$ cat config.mk
export PLATFORM = sky130hd
export DESIGN_NAME = isr_status_top
export DESIGN_NICKNAME = d
export VERILOG_FILES = /design/src/design/isr_edge_bit.v /design/src/design/isr_group16.v /design/src/design/isr_status_top.v
export VERILOG_INCLUDE_DIRS = /design/src /design/src/design
export SDC_FILE = /design/constraint.sdc
export NUM_CORES = 1
export LEC_CHECK = 0
export ABC_AREA = 1
export BUFFER_PORTS_ARGS = -buffer_cell sky130_fd_sc_hd__buf_2
export CAP_MARGIN = 20
export CORE_UTILIZATION = 40
export CTS_CLUSTER_DIAMETER = 200
export DETAILED_ROUTE_END_ITERATION = 10
export GPL_TIMING_DRIVEN = 0
export HOLD_SLACK_MARGIN = 0.05
export PLACE_DENSITY_LB_ADDON = 0.12
export RECOVER_POWER = 100
export SLEW_MARGIN = 20
export SYNTH_ARGS = -nofsm -noshare
export SYNTH_HDL_FRONTEND = slang
export SYNTH_SLANG_ARGS = --single-unit
export TNS_END_PERCENT = 50
$ cat constraint.sdc
create_clock -name ref_clk_in -period 11 [get_ports ref_clk_in]
set_input_delay 0.55 -clock ref_clk_in [delete_from_list [all_inputs] [get_ports ref_clk_in]]
set_output_delay 0.55 -clock ref_clk_in [all_outputs]
set_load 0.005 [all_outputs]
$ cat src/design/isr_consts.vh
// isr_consts.vh: bit positions, reset values and register selectors of the status block
// assumes inclusion by every design file of the block
`ifndef ISR_CONSTS_VH
`define ISR_CONSTS_VH
// operation condition bits
`define ISR_OPERATION_SUMMARY_MEAS_ACTIVE 4
`define ISR_OPERATION_SUMMARY_MEAS_ARMED 5
`define ISR_OPERATION_SUMMARY_SEQ_BUSY 6
`define ISR_OPERATION_SUMMARY_SEQ_WAIT 7
`define ISR_OPERATION_SUMMARY_CONST_VOLT 8
`define ISR_OPERATION_SUMMARY_SOFT_START 9
`define ISR_OPERATION_SUMMARY_SYNC_ON 10
`define ISR_OPERATION_SUMMARY_INST_SUM 13
// questionable condition bits
`define ISR_ABNORMAL_SUMMARY_HIGH_VOLT 0
`define ISR_ABNORMAL_SUMMARY_EXCESS_CUR 1
`define ISR_ABNORMAL_SUMMARY_HW_FAULT 2
`define ISR_ABNORMAL_SUMMARY_UNDERVOLT 3
`define ISR_ABNORMAL_SUMMARY_THERMAL 4
`define ISR_ABNORMAL_SUMMARY_IO_INACT 5
`define ISR_ABNORMAL_SUMMARY_SEMI_CUR 6
`define ISR_ABNORMAL_SUMMARY_FREQ_LOCK 7
`define ISR_ABNORMAL_SUMMARY_OVERPOWER 8
`define ISR_ABNORMAL_SUMMARY_SHUTDOWN 9
`define ISR_ABNORMAL_SUMMARY_PEAK_LIM 10
`define ISR_ABNORMAL_SUMMARY_POWER_LIM 11
`define ISR_ABNORMAL_SUMMARY_RMS_LIM 12
`define ISR_ABNORMAL_SUMMARY_INST_SUM 13
// valid bit masks of the 16-bit groups
`define ISR_OPERATION_SUMMARY_USED_MASK 16'h27f0
`define ISR_ABNORMAL_SUMMARY_USED_MASK 16'h3fff
// common event bits
`define ISR_ESR_OP_DONE 0
`define ISR_ESR_QUERY_ERR 2
`define ISR_ESR_DEV_ERR 3
`define ISR_ESR_EXEC_ERR 4
`define ISR_ESR_CMD_ERR 5
`define ISR_ESR_POWER_ON 7
`define ISR_ESR_USED_MASK 8'hbd
`define ISR_ESR_RESET 8'h80
// status byte bits
`define ISR_STB_ERRQ 2
`define ISR_STB_ABNORMAL_SUMMARY 3
`define ISR_STB_MAV 4
`define ISR_STB_ESB 5
`define ISR_STB_RQS 6
`define ISR_STB_OPERATION_SUMMARY 7
`define ISR_SRE_MASK 8'hbf
// group register selectors
`define ISR_GSEL_COND 3'h0
`define ISR_GSEL_EVENT 3'h1
`define ISR_GSEL_ENABLE 3'h2
`define ISR_GSEL_PTR 3'h3
`define ISR_GSEL_NTR 3'h4
// group reset values
`define ISR_G16_ZERO 16'h0000
`define ISR_PTR_RESET 16'hffff
`define ISR_B8_ZERO 8'h00
`endif

$ cat src/design/isr_edge_bit.v
// isr_edge_bit.v: one condition bit with transition filter and latched event
// assumes single clock, clock enable and async high reset
`timescale 1ns/1ps
`include "isr_consts.vh"
module isr_edge_bit (
  input wire ref_clk_in,
  input wire reset_in,
  input wire clk_en_in,
  input wire cond_in,
  input wire ptr_in,
  input wire ntr_in,
  input wire clear_in,
  output wire event_out
);
  reg cond_r;
  reg event_r;
  wire rise;
  wire fall;
  wire hit;
  assign rise = cond_in & ~cond_r;
  assign fall = ~cond_in & cond_r;
  assign hit = (rise & ptr_in) | (fall & ntr_in);
  assign event_out = event_r;
  always @(posedge ref_clk_in or posedge reset_in) begin
    if (reset_in) begin
      cond_r <= 1'b0;
      event_r <= 1'b0;
    end else if (clk_en_in) begin
      cond_r <= cond_in;
      event_r <= hit | (event_r & ~clear_in);
    end
  end
endmodule // isr_edge_bit

$ cat src/design/isr_group16.v
// isr_group16.v: 16-bit condition, filter, event and enable group
// assumes host writes filters and enable through the top-level port
`timescale 1ns/1ps
`include "isr_consts.vh"
module isr_group16 #(
  parameter [15:0] USED_MASK = 16'hffff
) (
  input wire ref_clk_in,
  input wire reset_in,
  input wire clk_en_in,
  input wire [15:0] cond_in,
  input wire wr_in,
  input wire rd_in,
  input wire [2:0] sel_in,
  input wire [15:0] wdata_in,
  output reg [15:0] rdata_out,
  output wire summary_out
);
  reg [15:0] ptr_r;
  reg [15:0] ntr_r;
  reg [15:0] enable_r;
  wire [15:0] cond_m;
  wire [15:0] event_w;
  wire clear_ev;
  assign cond_m = cond_in & USED_MASK;
  assign clear_ev = rd_in & (sel_in == `ISR_GSEL_EVENT);
  genvar i;
  generate
    for (i = 0; i < 16; i = i + 1) begin : g_bit
      isr_edge_bit u_bit (
        .ref_clk_in(ref_clk_in),
        .reset_in(reset_in),
        .clk_en_in(clk_en_in),
        .cond_in(cond_m[i]),
        .ptr_in(ptr_r[i]),
        .ntr_in(ntr_r[i]),
        .clear_in(clear_ev),
        .event_out(event_w[i])
      );
    end
  endgenerate
  assign summary_out = |(event_w & enable_r);
  always @(posedge ref_clk_in or posedge reset_in) begin
    if (reset_in) begin
      ptr_r <= `ISR_PTR_RESET & USED_MASK;
      ntr_r <= `ISR_G16_ZERO;
      enable_r <= `ISR_G16_ZERO;
      rdata_out <= `ISR_G16_ZERO;
    end else if (clk_en_in) begin
      if (wr_in) begin
        case (sel_in)
          `ISR_GSEL_ENABLE: enable_r <= wdata_in & USED_MASK;
          `ISR_GSEL_PTR: ptr_r <= wdata_in & USED_MASK;
          `ISR_GSEL_NTR: ntr_r <= wdata_in & USED_MASK;
          default: ;
        endcase
      end
      if (rd_in) begin
        case (sel_in)
          `ISR_GSEL_COND: rdata_out <= cond_m;
          `ISR_GSEL_EVENT: rdata_out <= event_w;
          `ISR_GSEL_ENABLE: rdata_out <= enable_r;
          `ISR_GSEL_PTR: rdata_out <= ptr_r;
          `ISR_GSEL_NTR: rdata_out <= ntr_r;
          default: rdata_out <= `ISR_G16_ZERO;
        endcase
      end
    end
  end
endmodule // isr_group16

$ cat src/design/isr_status_top.v
// isr_status_top.v: status reporting of a three-phase source
// assumes command decoder gives one-cycle strobes synchronous to ref_clk_in
`timescale 1ns/1ps
`include "isr_consts.vh"
module isr_status_top (
  input wire ref_clk_in,
  input wire reset_in,
  input wire clk_en_in,
  input wire measurement_active_in,
  input wire measurement_armed_in,
  input wire seq_busy_in,
  input wire seq_waiting_in,
  input wire constant_voltage_mode_in,
  input wire soft_start_active_in,
  input wire sync_active_in,
  input wire operation_summary_inst_summary_in,
  input wire high_voltage_trip_in,
  input wire excess_current_trip_in,
  input wire hardware_fault_in,
  input wire undervoltage_seen_in,
  input wire thermal_trip_in,
  input wire io_inactivity_trip_in,
  input wire semiconductor_current_trip_in,
  input wire frequency_lock_error_in,
  input wire overpower_trip_in,
  input wire forced_shutdown_in,
  input wire peak_current_limit_in,
  input wire power_limit_in,
  input wire rms_current_limit_in,
  input wire abnormal_summary_inst_summary_in,
  input wire op_complete_in,
  input wire query_error_in,
  input wire device_error_in,
  input wire exec_error_in,
  input wire command_error_in,
  input wire error_queue_nonempty_in,
  input wire output_data_waiting_in,
  input wire operation_summary_wr_in,
  input wire operation_summary_rd_in,
  input wire abnormal_summary_wr_in,
  input wire abnormal_summary_rd_in,
  input wire [2:0] grp_sel_in,
  input wire [15:0] grp_wdata_in,
  input wire esr_rd_in,
  input wire cls_in,
  input wire ese_wr_in,
  input wire sre_wr_in,
  input wire [7:0] mask_wdata_in,
  input wire stb_query_in,
  input wire serial_poll_in,
  output wire [15:0] operation_summary_rdata_out,
  output wire [15:0] abnormal_summary_rdata_out,
  output reg [7:0] esr_rdata_out,
  output reg [7:0] ese_out,
  output reg [7:0] sre_out,
  output reg [7:0] stb_rdata_out,
  output reg [7:0] poll_rdata_out,
  output wire srq_out
);
  reg [7:0] esr_r;
  reg [7:0] esr_nxt;
  reg rqs_r;
  reg [7:0] esr_set;
  reg [15:0] operation_summary_cond;
  reg [15:0] abnormal_summary_cond;
  reg [7:0] stb_base;
  wire operation_summary;
  wire abnormal_summary;
  wire esb;
  wire mss;
  wire [7:0] stb_full;
  reg mss_d_r;
  // operation condition map
  always @* begin
    operation_summary_cond = `ISR_G16_ZERO;
    operation_summary_cond[`ISR_OPERATION_SUMMARY_MEAS_ACTIVE] = measurement_active_in;
    operation_summary_cond[`ISR_OPERATION_SUMMARY_MEAS_ARMED] = measurement_armed_in;
    operation_summary_cond[`ISR_OPERATION_SUMMARY_SEQ_BUSY] = seq_busy_in;
    operation_summary_cond[`ISR_OPERATION_SUMMARY_SEQ_WAIT] = seq_waiting_in;
    operation_summary_cond[`ISR_OPERATION_SUMMARY_CONST_VOLT] = constant_voltage_mode_in;
    operation_summary_cond[`ISR_OPERATION_SUMMARY_SOFT_START] = soft_start_active_in;
    operation_summary_cond[`ISR_OPERATION_SUMMARY_SYNC_ON] = sync_active_in;
    operation_summary_cond[`ISR_OPERATION_SUMMARY_INST_SUM] = operation_summary_inst_summary_in;
  end
  // questionable condition map
  always @* begin
    abnormal_summary_cond = `ISR_G16_ZERO;
    abnormal_summary_cond[`ISR_ABNORMAL_SUMMARY_HIGH_VOLT] = high_voltage_trip_in;
    abnormal_summary_cond[`ISR_ABNORMAL_SUMMARY_EXCESS_CUR] = excess_current_trip_in;
    abnormal_summary_cond[`ISR_ABNORMAL_SUMMARY_HW_FAULT] = hardware_fault_in;
    abnormal_summary_cond[`ISR_ABNORMAL_SUMMARY_UNDERVOLT] = undervoltage_seen_in;
    abnormal_summary_cond[`ISR_ABNORMAL_SUMMARY_THERMAL] = thermal_trip_in;
    abnormal_summary_cond[`ISR_ABNORMAL_SUMMARY_IO_INACT] = io_inactivity_trip_in;
    abnormal_summary_cond[`ISR_ABNORMAL_SUMMARY_SEMI_CUR] = semiconductor_current_trip_in;
    abnormal_summary_cond[`ISR_ABNORMAL_SUMMARY_FREQ_LOCK] = frequency_lock_error_in;
    abnormal_summary_cond[`ISR_ABNORMAL_SUMMARY_OVERPOWER] = overpower_trip_in;
    abnormal_summary_cond[`ISR_ABNORMAL_SUMMARY_SHUTDOWN] = forced_shutdown_in;
    abnormal_summary_cond[`ISR_ABNORMAL_SUMMARY_PEAK_LIM] = peak_current_limit_in;
    abnormal_summary_cond[`ISR_ABNORMAL_SUMMARY_POWER_LIM] = power_limit_in;
    abnormal_summary_cond[`ISR_ABNORMAL_SUMMARY_RMS_LIM] = rms_current_limit_in;
    abnormal_summary_cond[`ISR_ABNORMAL_SUMMARY_INST_SUM] = abnormal_summary_inst_summary_in;
  end
  isr_group16 #(
    .USED_MASK(`ISR_OPERATION_SUMMARY_USED_MASK)
  ) u_operation_summary (
    .ref_clk_in(ref_clk_in),
    .reset_in(reset_in),
    .clk_en_in(clk_en_in),
    .cond_in(operation_summary_cond),
    .wr_in(operation_summary_wr_in),
    .rd_in(operation_summary_rd_in),
    .sel_in(grp_sel_in),
    .wdata_in(grp_wdata_in),
    .rdata_out(operation_summary_rdata_out),
    .summary_out(operation_summary)
  );
  isr_group16 #(
    .USED_MASK(`ISR_ABNORMAL_SUMMARY_USED_MASK)
  ) u_abnormal_summary (
    .ref_clk_in(ref_clk_in),
    .reset_in(reset_in),
    .clk_en_in(clk_en_in),
    .cond_in(abnormal_summary_cond),
    .wr_in(abnormal_summary_wr_in),
    .rd_in(abnormal_summary_rd_in),
    .sel_in(grp_sel_in),
    .wdata_in(grp_wdata_in),
    .rdata_out(abnormal_summary_rdata_out),
    .summary_out(abnormal_summary)
  );
  // common event sets
  always @* begin
    esr_set = `ISR_B8_ZERO;
    esr_set[`ISR_ESR_OP_DONE] = op_complete_in;
    esr_set[`ISR_ESR_QUERY_ERR] = query_error_in;
    esr_set[`ISR_ESR_DEV_ERR] = device_error_in;
    esr_set[`ISR_ESR_EXEC_ERR] = exec_error_in;
    esr_set[`ISR_ESR_CMD_ERR] = command_error_in;
    esr_nxt = esr_r;
    if (esr_rd_in | cls_in) begin
      esr_nxt = `ISR_B8_ZERO;
    end
    esr_nxt = esr_nxt | esr_set; // set wins over clear
  end
  assign esb = |(esr_r & ese_out);
  // status byte without bit 6
  always @* begin
    stb_base = `ISR_B8_ZERO;
    stb_base[`ISR_STB_ERRQ] = error_queue_nonempty_in;
    stb_base[`ISR_STB_ABNORMAL_SUMMARY] = abnormal_summary;
    stb_base[`ISR_STB_MAV] = output_data_waiting_in;
    stb_base[`ISR_STB_ESB] = esb;
    stb_base[`ISR_STB_OPERATION_SUMMARY] = operation_summary;
  end
  assign mss = |(stb_base & sre_out);
  assign stb_full = stb_base | ({7'h00, mss} << `ISR_STB_RQS);
  assign srq_out = rqs_r;
  always @(posedge ref_clk_in or posedge reset_in) begin
    if (reset_in) begin
      esr_r <= `ISR_ESR_RESET;
      ese_out <= `ISR_B8_ZERO;
      sre_out <= `ISR_B8_ZERO;
      esr_rdata_out <= `ISR_B8_ZERO;
      stb_rdata_out <= `ISR_B8_ZERO;
      poll_rdata_out <= `ISR_B8_ZERO;
      rqs_r <= 1'b0;
      mss_d_r <= 1'b0;
    end else if (clk_en_in) begin
      esr_r <= esr_nxt;
      mss_d_r <= mss;
      if (esr_rd_in) begin
        esr_rdata_out <= esr_r;
      end
      if (ese_wr_in) begin
        ese_out <= mask_wdata_in & `ISR_ESR_USED_MASK;
      end
      if (sre_wr_in) begin
        sre_out <= mask_wdata_in & `ISR_SRE_MASK;
      end
      if (stb_query_in) begin
        stb_rdata_out <= stb_full;
      end
      if (serial_poll_in) begin
        poll_rdata_out <= stb_base | ({7'h00, rqs_r} << `ISR_STB_RQS);
      end
      // new request on rising summary wins over the poll clear
      if (mss & ~mss_d_r) begin
        rqs_r <= 1'b1;
      end else if (serial_poll_in) begin
        rqs_r <= 1'b0;
      end
    end
  end
endmodule // isr_status_top

---- Word-level counts from Yosys, hierarchy flattened ----
Index checks and enable logic that the tools add are counted.
word-level totals
  bits in registers ....................... 199
  output and inout port bits .............. 73
  logic and storage cells ................. 321
operators by class
  bitwise logic cells ..................... 222
  equal/unequal tests ..................... 4
  reduce and logical (&&, ||, !) cells .... 20
  muxes and demuxes ....................... 5
operator list
  kind                                                  count
  case mux 16 bit (5 select lines)                      2
  bitwise AND 1 bit                                     123
  inverter 1 bit                                        47
  bitwise OR 1 bit                                      45
  bitwise AND 16 x 14 -> 16 bit                         2
  OR reduction 16 bit                                   2
  AND reduction 3 bit                                   6
  bitwise AND 8 bit                                     2
  bitwise OR 8 x 7 -> 8 bit                             2
  AND reduction 2 bit                                   8
  OR reduction 8 bit                                    2
  2-to-1 mux 8 bit                                      1
  bitwise OR 8 x 6 -> 8 bit                             1
  equality test 3 x 2 -> 1 bit (second input constant)  2
  equality test 3 x 1 -> 1 bit (second input constant)  1
  equality test 3 bit (second input constant)           1
  logical NOT 3 bit                                     1
  2-to-1 mux 1 bit                                      2
  nonzero test 2 bit                                    1

---- Depth between registers and ports, before layout ----
Gate-level depths: netlist of run 1.
  word-level depth ........................ 7
  mapped depth ............................ 10
  depth with buffers taken out ............ 10

---- Hierarchy ----
A second synthesis of run 1 with hierarchy kept.
unflattened totals
  cells, all modules ...................... 1282
  area total of the unflattened synthesis .. 9922.0 µm²
modules (own cells, without submodules)
  module                              cells an instance  seq. area each (µm²)  area an instance (µm²)  times used
  isr_edge_bit                        15                 50.0                  101.3                   32
  isr_group16 at u_abnormal_summary   389                1468.9                3024.2                  1
  isr_group16 at u_operation_summary  236                1011.0                1995.7                  1
  isr_status_top                      177                977.2                 1659.1                  1

---- Worst setup path before layout of run 1 ----
Ideal clock, no wire load.
  kind .................................... in2reg
  from .................................... in operation_summary_rd_in
  to ...................................... reg u_operation_summary.rdata_out[0]
  required time ........................... 10.879 ns
  path buffers ............................ 1
  arrival time ............................ 1.303 ns
  setup slack ............................. 9.576 ns
  stages .................................. 6
  setup time .............................. 0.121 ns
  cell sequence ........................... nand2_1 inv_2 nand2_4 inv_2 buf_6 a22o_1
on the way
  longest elaborated chain between the ends .. 1
ends and longest elaborated chain
  what                                  line                 RTL
  start: declaration                    isr_status_top.v:39  input wire operation_summary_rd_in,
  AND reduction 2 bit (no source line)  -
  end signal: assignment                isr_group16.v:48     rdata_out <= `ISR_G16_ZERO;
  end signal: assignment                isr_group16.v:60     `ISR_GSEL_COND: rdata_out <= cond_m;
  end signal: assignment                isr_group16.v:61     `ISR_GSEL_EVENT: rdata_out <= event_w;
  end: declaration                      isr_group16.v:16     output reg [15:0] rdata_out,
Every way passes these cells.
A chain may end at the register's enable or synchronous reset.

==> results of run 1 <==
[routing by layer]
metal | up-vias | routed length, µm | global-route usage, %
met3 | 22 | 1270 | 4.627
met4 | 0 | 275 | 5.781
met2 | 205 | 11310 | 37.42
met1 | 3436 | 11140 | 32.25
met5 | - | 0 | 0
li1 | 3492 | - | -
[registers in the layout, summed over array words and instances (netlist names), 6 cells and up]
register and count:
sre_out 7, u_abnormal_summary.g_bit.u_bit.cond_r 14, u_abnormal_summary.rdata_out 16, u_operation_summary.ntr_r 8, esr_r 6, stb_rdata_out 6, u_operation_summary.ptr_r 8, esr_rdata_out 6
u_operation_summary.rdata_out 16, u_abnormal_summary.ntr_r 14, u_operation_summary.g_bit.u_bit.cond_r 8, poll_rdata_out 6, u_abnormal_summary.g_bit.u_bit.event_out 16, u_abnormal_summary.ptr_r 14, u_abnormal_summary.enable_r 14, ese_out 6
u_operation_summary.enable_r 8, u_operation_summary.g_bit.u_bit.event_out 16
[synth_stat cells]
| cell | n |
|---|---|
| a21oi_1 | 24 |
| clkbuf_1 | 12 |
| a22o_1 | 11 |
| nand2_1 | 379 |
| clkbuf_2 | 1 |
| nor3_4 | 1 |
| buf_6 | 6 |
| inv_1 | 92 |
| inv_4 | 1 |
| buf_4 | 12 |
| o21ai_0 | 131 |
| conb_1 | 1 |
| nand2_4 | 2 |
| a31oi_1 | 2 |
| dfstp_2 | 23 |
| o211ai_1 | 7 |
| nand2_2 | 5 |
| nand4_1 | 19 |
| buf_2 | 13 |
| nand3_1 | 39 |
| o22ai_1 | 5 |
| and3_1 | 1 |
| dfrtp_1 | 168 |
| mux2_2 | 1 |
| o21ai_1 | 4 |
| inv_2 | 4 |
| nor2_1 | 31 |
[power breakdown]
group          switching [mW]  leakage [nW]  internal, mW
Combinational           0.169          2.58         0.109
Sequential             0.0810          2.31         0.830
Clock                   0.306         0.281         0.303
Total                   0.555          5.18          1.24
[cells by family (layout without fill, tap and decap cells)]
| group | Yosys count | count (layout) |
|---|---|---|
| AND/OR/NAND/NOR | 477 | 477 |
| flip-flops | 191 | 191 |
| AO/OA/AOI/OAI | 184 | 184 |
| buffers and inverters | 141 | 305 |
| other | 1 | 9 |
| multiplexers | 1 | 1 |
[cells in the final DEF, fill, tap and decap left out, types with 23 or more instances in the layout]
master,netlist,final
o21ai_0,131,132
a21oi_1,24,24
nand2_1,379,385
clkbuf_1,12,59
dfstp_2,23,23
dfrtp_1,168,168
nand3_1,39,39
nor2_1,31,31
inv_1,92,94
buf_2,13,102
[per-stage QoR]
step	hold WS [ns]	total power, mW	cells	setup WS, ns
floorplan	0.4370	1.081	1003	5.289
global placement	0.4491	1.199	1402	2.786
detailed placement	0.4527	1.208	1404	8.853
CTS	0.05423	1.816	1436	9.298
global route	0.3032	1.898	1437	8.287
finish	0.3050	1.798	1437	8.401
[final timing paths]
check                                                              start                                            end  slack (ns)  depth (start not counted)
hold / removal                                            op_complete_in                                       esr_r[0]        0.30                          3
setup / recovery                                               clk_en_in    u_abnormal_summary.g_bit[2].u_bit.event_out        8.40                          8
hold reg to reg            u_operation_summary.g_bit[12].u_bit.event_out  u_operation_summary.g_bit[12].u_bit.event_out        0.47                          2
setup reg to reg            u_abnormal_summary.g_bit[11].u_bit.event_out                                        mss_d_r        9.54                          8
min in group asynchronous                                       reset_in      u_abnormal_summary.g_bit[11].u_bit.cond_r        0.91                          3
max in group asynchronous                                       reset_in                   u_operation_summary.ptr_r[5]        8.72                          5
[layout make-up]
| type | instances | area share [%] |
|---|---|---|
| Clock inverter | 14 | 1.413 |
| Inverter | 97 | 3.710 |
| Timing Repair Buffer | 132 | 6.776 |
| Buffer | 44 | 2.246 |
| Tap cell | 270 | 3.407 |
| Sequential cell | 191 | 48.49 |
| Clock buffer | 18 | 4.328 |
| Multi-Input combinational cell | 671 | 29.63 |
[worst max-delay path, stage by stage]
cell	delay, ns
clkbuf_1	0.09
clkbuf_1	0.66
nand2_1	0.46
inv_1	0.35
nand2_1	0.21
clkbuf_1	0.36
nand2_1	0.15
nand3_1	0.07
[what timing repair did]
action,CTS,global route
hold buffers,0,1
endpoints found under the hold margin,0,1
setup buffers,0,0
==> results.cfg, run 1 <==
[critical_path]
worstPathRequired_ns = 11.32
path_max_fanout = 10
startpoint_type = primary input
critPathCaptureType = flip-flop
cp.arrival_ns = 2.92
worstSetupPathType = primary input to flip-flop

[sta]
hold_viol = 0
worst_pin_slew_ns = 1.272
rsz0062_at_grt = no
max_freq_mhz = 384.8
setup_violations = 0
fin_crit_ns = 2.599
slew_headroom_pct = 14.72
fin_tns_setup_ns = 0
skew_ns = 0.01134
slew_viol_final = 0
timing.final.crit_share_pct = 23.62

[outcome]
status = finished clean

[clock_network]
cts-root-buf = clkbuf_16
cts_buffers = 17
cts.sinks = 191
clk_latency_ns = 0.44
cts.clk_slew.worst_paths_ns = 0.08
cts_tree = built
clk_path_buf_depth = 2
cts_resized = 0
htreeDepth = 4

[synthesis]
avgSynthCellArea_um2 = 8.423
seq_area_frac_synth_pct = 57.38
ys_warn_count = 0
synth_xor_area_share_pct = 0
synth-compound-area-share_pct = 11.79
synth_top_family_by_area = simple AND/OR/NAND/NOR gates
ys_types = 27
synth-seq-cells = 191
synthCells = 995
syn_area_um2 = 8381
synth_area_leaders = dfrtp_1 50%, nand2_1 17%, o21ai_0 7.8%
synthSimpleGateAreaFrac_pct = 23.02
yosysTopAreaCell = dfrtp_1
synth_top_cell_area_share_pct = 50.16
muxShareOfSynthArea_pct = 0.1344
synthAdderAreaFrac_pct = 0

[layout]
area_growth_pct = 18.32
nFillCells = 2085
fin_util_pct = 48.69
layout-drive-gt1-share_pct = 15.08
insertedDiodeCount = 0
regArea_um2 = 4808
multi_input_area_um2 = 2938
nets = 1223
stdcell_area_um2 = 9916

[route]
vias_per_cell = 4.979
wl_per_cell_um = 16.69
vias = 7155
drt_iter0_markers = 543
wl_um = 23990
drc_errors = 0
dr.pass1.iters = 5
drtAntennaViolNets = 0

[placement]
gp_congestion = 0.8570
dpl-instance-area_um2 = 9457
port-buffer-count = 129
hpwlAfterDp_um = 16780

[global_routing]
grt_pass1_wl_um = 38270
grt_use_total_pct = 23.27
overflow = 0
antenna_found_initial = 0
grt_pass1_vias = 6935
grt_max_degree = 84

[floorplan]
initial_core_util_pct = 41.15
ios = 142
core_um2 = 20360
die_w_um = 146.7
fp.dieH_um = 146.7
row_count = 52
dieArea_um2 = 21530

[job]
maxCapViolCount = 0

[power]
ir_worst_vdd_mv = 0.1106
p_per_area_nw_per_um2 = 181.3
leakage_nw = 5.175

[worst_hold_path]
min_path_type = primary input to flip-flop
Power figures use the tool's default switching activity.
==> run 2: changes to the inputs <==
- ABC_AREA: 1 -> 0
- clock period: 11 -> 2.2 ns (I/O delays scaled with it)
==> run 2 against run 1 <==
Via count shrank 13%. Cell count down 19%. Non-clock buffer count grew 48. Power increased to 5.2 times the previous value. Clock skew shrank 0.0043 ns. Sequential power rose to 5.2 times the previous value. Setup slack got worse by 8.1 ns. Clock-buffer cell count is the same. Critical path type unchanged.
==> results.cfg, run 2 <==
[critical_path]
cp.arrival_ns = 2.20
slowest_delay_ns = 0.46
critPathCaptureType = flip-flop
r2r_start = u_abnormal_summary.enable_r[3]
cp_slowest_cell = nor2b_1
path_max_fanout = 10
worstPathRequired_ns = 2.51
worstSetupPathType = primary input to flip-flop
crit_chain = buf_6, nor2b_1, and2b_1, and3_1, buf_6, clkbuf_2, mux2_1
critPathLaunch = grp_sel_in[1]
startpoint_type = primary input
cp_common_cell = buf_6

[global_routing]
grt_max_degree = 36
grt_use_total_pct = 22.32
overflow = 0
grt_pass1_vias = 6475
grt_pass1_wl_um = 36730
antenna_found_initial = 0

[sta]
rsz0062_at_grt = no
max_freq_mhz = 529.9
whs_ns = 0.05816
setup_violations = 0
slew_viol_final = 0
worst_pin_slew_ns = 1.323
slew_headroom_pct = 11.15
fin_crit_ns = 1.887
timing.final.crit_share_pct = 85.79
skew_ns = 0.007047
hold_viol = 0
timing.final.ws_setup_ns = 0.3127

[floorplan]
fp.dieH_um = 148.8
ios = 142
initial_core_util_pct = 40.85
core_um2 = 21090
row_count = 53
die_w_um = 148.8
dieArea_um2 = 22130

[synthesis]
yosysMostFrequentCell = dfrtp_1
synth_edf_count = 0
yosysTopAreaCell = dfrtp_1
syn_area_um2 = 8615
avgSynthCellArea_um2 = 12.92
synthCells = 667
async_reset_ff_share_pct = 100.0
synth_common_cells = 168 x dfrtp_1, 102 x mux2_2, 68 x o21ai_0
ys_warn_count = 0
synth_area_leaders = dfrtp_1 49%, mux2_2 13%, dfstp_2 7.0%
seq_area_frac_synth_pct = 55.82
synth_top_cell_area_share_pct = 48.80
synth-seq-cells = 191
ys_types = 42
synth_flop_cell = dfrtp_1

[power]
ir_worst_vdd_mv = 0.6133
leakage_nw = 4.643
p_per_area_nw_per_um2 = 885.7
finalPower_mw = 9.397

[clock_network]
cts_buffers = 17
cts_resized = 0
clk_latency_ns = 0.44
postCtsHoldBufs = 50
cts-root-buf = clkbuf_16
cts.clk_slew.worst_paths_ns = 0.07
cts.sinks = 191
htreeDepth = 4
clk_path_buf_depth = 2
cts_tree = built
cts_setup_buffers = 0

[route]
vias = 6227
drt_iter0_markers = 340
vias_per_cell = 5.345
wl_um = 23180
wl_per_cell_um = 19.90
dr.pass1.iters = 5
drtAntennaViolNets = 0
drc_errors = 0

[worst_hold_path]
min_path_type = primary input to flip-flop
hp-start = grp_wdata_in[9]

[placement]
hpwlAfterDp_um = 16550
port-buffer-count = 128
gp_congestion = 0.7720
dp_worst_setup_slack_ns = 0.3293
dpl-instance-area_um2 = 9753

[layout]
stdcell_area_um2 = 10610
insertedDiodeCount = 0
layout-drive-gt1-share_pct = 31.91
area_growth_pct = 23.17
mostFrequentLayoutCells = 168 x dfrtp_1, 102 x mux2_2, 88 x buf_2
nets = 947
layout_commonest_cell = dfrtp_1

[outcome]
status = finished clean

[job]
maxCapViolCount = 0
run 2: kinds of logic after synthesis:
family                 count (synthesis)  share of synthesized area, %
AOI/OAI and AO/OA                    152                         11.50
muxes                                144                         20.62
and+or+nand+nor                      134                         8.729
DFF                                  191                         55.82
other                                  1                       0.04353
buffers and inverters                 45                         3.283
run 2: critical path, delay by kind of cell:
family / cells / cell delay, ns
muxes: 1 / 0.38
buffers and inverters: 3 / 0.66
and+or+nand+nor: 3 / 1.03
run 2: per-stage QoR:
step	instances	utilization, %	setup TNS, ns
after detailed placement	1084	46.25	0
after floorplan	675	-	-59.42
after global placement	1078	45.68	-259.78
final	1165	50.31	0
after global routing	1165	50.31	0
after CTS	1165	51.26	0
run 2: report_power, final:
group,internal (mW),total (mW),leakage [nW],switching [mW]
Sequential,4.23,4.72,2.28,0.494
Clock,1.59,2.95,0.268,1.37
Combinational,0.949,1.72,2.10,0.774
Total,6.76,9.40,4.64,2.63
run 2: per-layer routing:
metal  GRT usage [%]  wire (µm)
met1           29.89      10510
met2           36.38      11090
met3           4.220       1216
met4           7.653        363
met5               0          0
run 2: path summary, 6_finish.rpt:
check                      cells past startpoint  slack [ns]                           endpoint
max in group asynchronous                      6        0.61        u_abnormal_summary.ptr_r[4]
hold reg to reg                                2        0.48   u_operation_summary.rdata_out[5]
hold / removal                                 2        0.06        u_abnormal_summary.ntr_r[9]
min in group asynchronous                      3        0.10  u_operation_summary.rdata_out[10]
setup / recovery                               7        0.31        u_abnormal_summary.ntr_r[2]
setup reg to reg                               4        0.58                            mss_d_r
run 2: cell type report:
class	instances	area [µm²]
Buffer	40	237.7
Clock buffer	18	439.2
Clock inverter	13	116.4
Fill cell	1920	10480
Inverter	5	20.02
Multi-Input combinational cell	439	3466
Sequential cell	191	4808
Tap cell	275	344.1
Timing Repair Buffer	184	1179
==> run 3: changes to the inputs <==
--- a/config.mk
+++ b/config.mk
@@ -12,3 +12,3 @@
 export CORE_UTILIZATION = 40
-export CTS_CLUSTER_DIAMETER = 200
+export CTS_CLUSTER_DIAMETER = 50
 export DETAILED_ROUTE_END_ITERATION = 10
@@ -16,2 +16,3 @@
 export HOLD_SLACK_MARGIN = 0.05
+export MAX_ROUTING_LAYER = met4
 export PLACE_DENSITY_LB_ADDON = 0.12
--- a/constraint.sdc
+++ b/constraint.sdc
@@ -3,2 +3,2 @@
 set_output_delay 0.11 -clock ref_clk_in [all_outputs]
-set_load 0.005 [all_outputs]
+set_load 0.05 [all_outputs]
==> run 3 against run 2 <==
Via count fell by 0.35%. Critical path type unchanged. Core utilization fell by 0.14 points. Power rose by 6.7%. Cell count did not move. Largest cell class unchanged. Hold slack improved by 0.0044 ns. Highest routed layer unchanged. Clock skew barely moved.
==> results.cfg, run 3 (synthesis gave the netlist of run 2 again) <==
[outcome]
status = finished clean

[power]
power_frac_comb_pct = 23.5
p_int_mw = 6.749
finalPower_mw = 10.03
leakage_nw = 4.560
clock_power_share_pct = 29.4
ir_worst_vdd_mv = 0.6226
p_per_area_nw_per_um2 = 948.0
seqPwrFrac_pct = 47.1
sw_frac_of_total_pct = 32.72
switchingPower_mw = 3.282

[critical_path]
path_max_fanout = 10
reg2reg_depth = 4
worstSetupPathType = primary input to flip-flop
startpoint_type = primary input
critPathCaptureType = flip-flop
r2r_start = u_abnormal_summary.enable_r[3]
worstPathRequired_ns = 2.51
critPathLaunch = grp_sel_in[1]
cp.arrival_ns = 2.20

[floorplan]
initial_core_util_pct = 40.85
row_count = 53
dieArea_um2 = 22130
fp.dieH_um = 148.8
ios = 142
core_um2 = 21090
die_w_um = 148.8

[clock_network]
cts_resized = 0
clk_latency_ns = 0.44
cts_buffers = 17
cts.clk_slew.worst_paths_ns = 0.07
postCtsHoldBufs = 50
cts-root-buf = clkbuf_16
cts.sinks = 191
cts_tree = built
clk_path_buf_depth = 2
htreeDepth = 4
cts_setup_buffers = 0

[route]
vias_per_cell = 5.326
wl_um = 23190
drtAntennaViolNets = 0
drc_errors = 0
wl_per_cell_um = 19.91
vias = 6205
drt_iter0_markers = 324
dr.pass1.iters = 5

[global_routing]
grt_max_degree = 36
grt_pass1_wl_um = 36710
grt_pass1_vias = 6474
antenna_found_initial = 0
overflow = 0
grt_use_total_pct = 23.01

[layout]
nets = 947
layout_commonest_cell = dfrtp_1
layout-drive-gt1-share_pct = 29.33
stdcell_area_um2 = 10580
final_cells = 1165
mostFrequentLayoutCells = 168 x dfrtp_1, 102 x mux2_2, 84 x clkbuf_1
insertedDiodeCount = 0
area_growth_pct = 22.83

[worst_hold_path]
hp-start = grp_wdata_in[9]
min_path_type = primary input to flip-flop
min_path_cells = 2

[job]
maxCapViolCount = 0

[placement]
dpl-instance-area_um2 = 9753
hpwlAfterDp_um = 16550
dp_cells = 1084
port-buffer-count = 128
gp_congestion = 0.7825

[sta]
setup_violations = 0
skew_ns = 0.007347
timing.final.crit_share_pct = 85.81
slew_headroom_pct = 10.71
fin_crit_ns = 1.888
slew_viol_final = 0
hold_viol = 0
max_freq_mhz = 529.7
rsz0062_at_grt = no
worst_pin_slew_ns = 1.329
[run 3: cell types whose count changed in the layout (fill, tap and decap cells not counted)]
cell / before / now
buf_2: 88 / 65
clkbuf_1: 61 / 84
[run 3: final cells by class]
cell class	count	area (µm²)
fillers	1937	10510
flip-flops and latches	191	4808
repair buffers	184	1150
well taps	275	344.1
clock buffers	18	439.2
plain buffers	40	237.7
clock inverters	13	116.4
inverters	5	20.02
multi-input cells	439	3466
[run 3: metrics by stage]
stage | setup WS, ns | util (%) | hold slack, ns | setup TNS [ns]
finish | 0.3122 | 50.18 | 0.06259 | 0
global route | 0.2475 | 50.18 | 0.06644 | 0
CTS | 0.6837 | 51.26 | 0.06619 | 0
detailed placement | 0.3293 | 46.25 | 0.01021 | 0
global placement | -1.482 | 45.68 | 0.3423 | -259.78
floorplan | -0.3537 | - | 0.2560 | -59.42
[run 3: final timing paths]
| kind | end | slack, ns |
|---|---|---|
| min in group asynchronous | u_operation_summary.rdata_out[10] | 0.10 |
| max reg2reg | mss_d_r | 0.62 |
| min reg2reg | u_operation_summary.rdata_out[5] | 0.48 |
| max | u_abnormal_summary.ntr_r[2] | 0.31 |
| max in group asynchronous | u_abnormal_summary.ptr_r[4] | 0.61 |
| min | u_abnormal_summary.ntr_r[9] | 0.06 |
[run 3: power by group through the flow]
stage | registers, mW | clock network (mW) | logic (mW)
after floorplan | 5.25 | 0 | 1.18
after global routing | 4.81 | 3.15 | 2.55
after detailed placement | 4.77 | 0 | 2.41
after CTS | 4.71 | 3.02 | 2.48
final | 4.72 | 2.95 | 2.36
after global placement | 4.73 | 0 | 2.33
[run 3: critical path, stage by stage]
cell and delay [ns]:
buf_6 0.14, nor2b_1 0.46, and2b_1 0.36, and3_1 0.21
buf_6 0.14, clkbuf_2 0.38, mux2_1 0.38
[run 3: metal layers]
| metal | GRT usage [%] | up-vias | wire (µm) |
|---|---|---|---|
| met3 | 3.486 | 23 | 1039 |
| met5 | - | - | 0 |
| met4 | 7.653 | 0 | 373 |
| met2 | 36.33 | 179 | 11150 |
| li1 | - | 2841 | - |
| met1 | 30.43 | 3162 | 10630 |
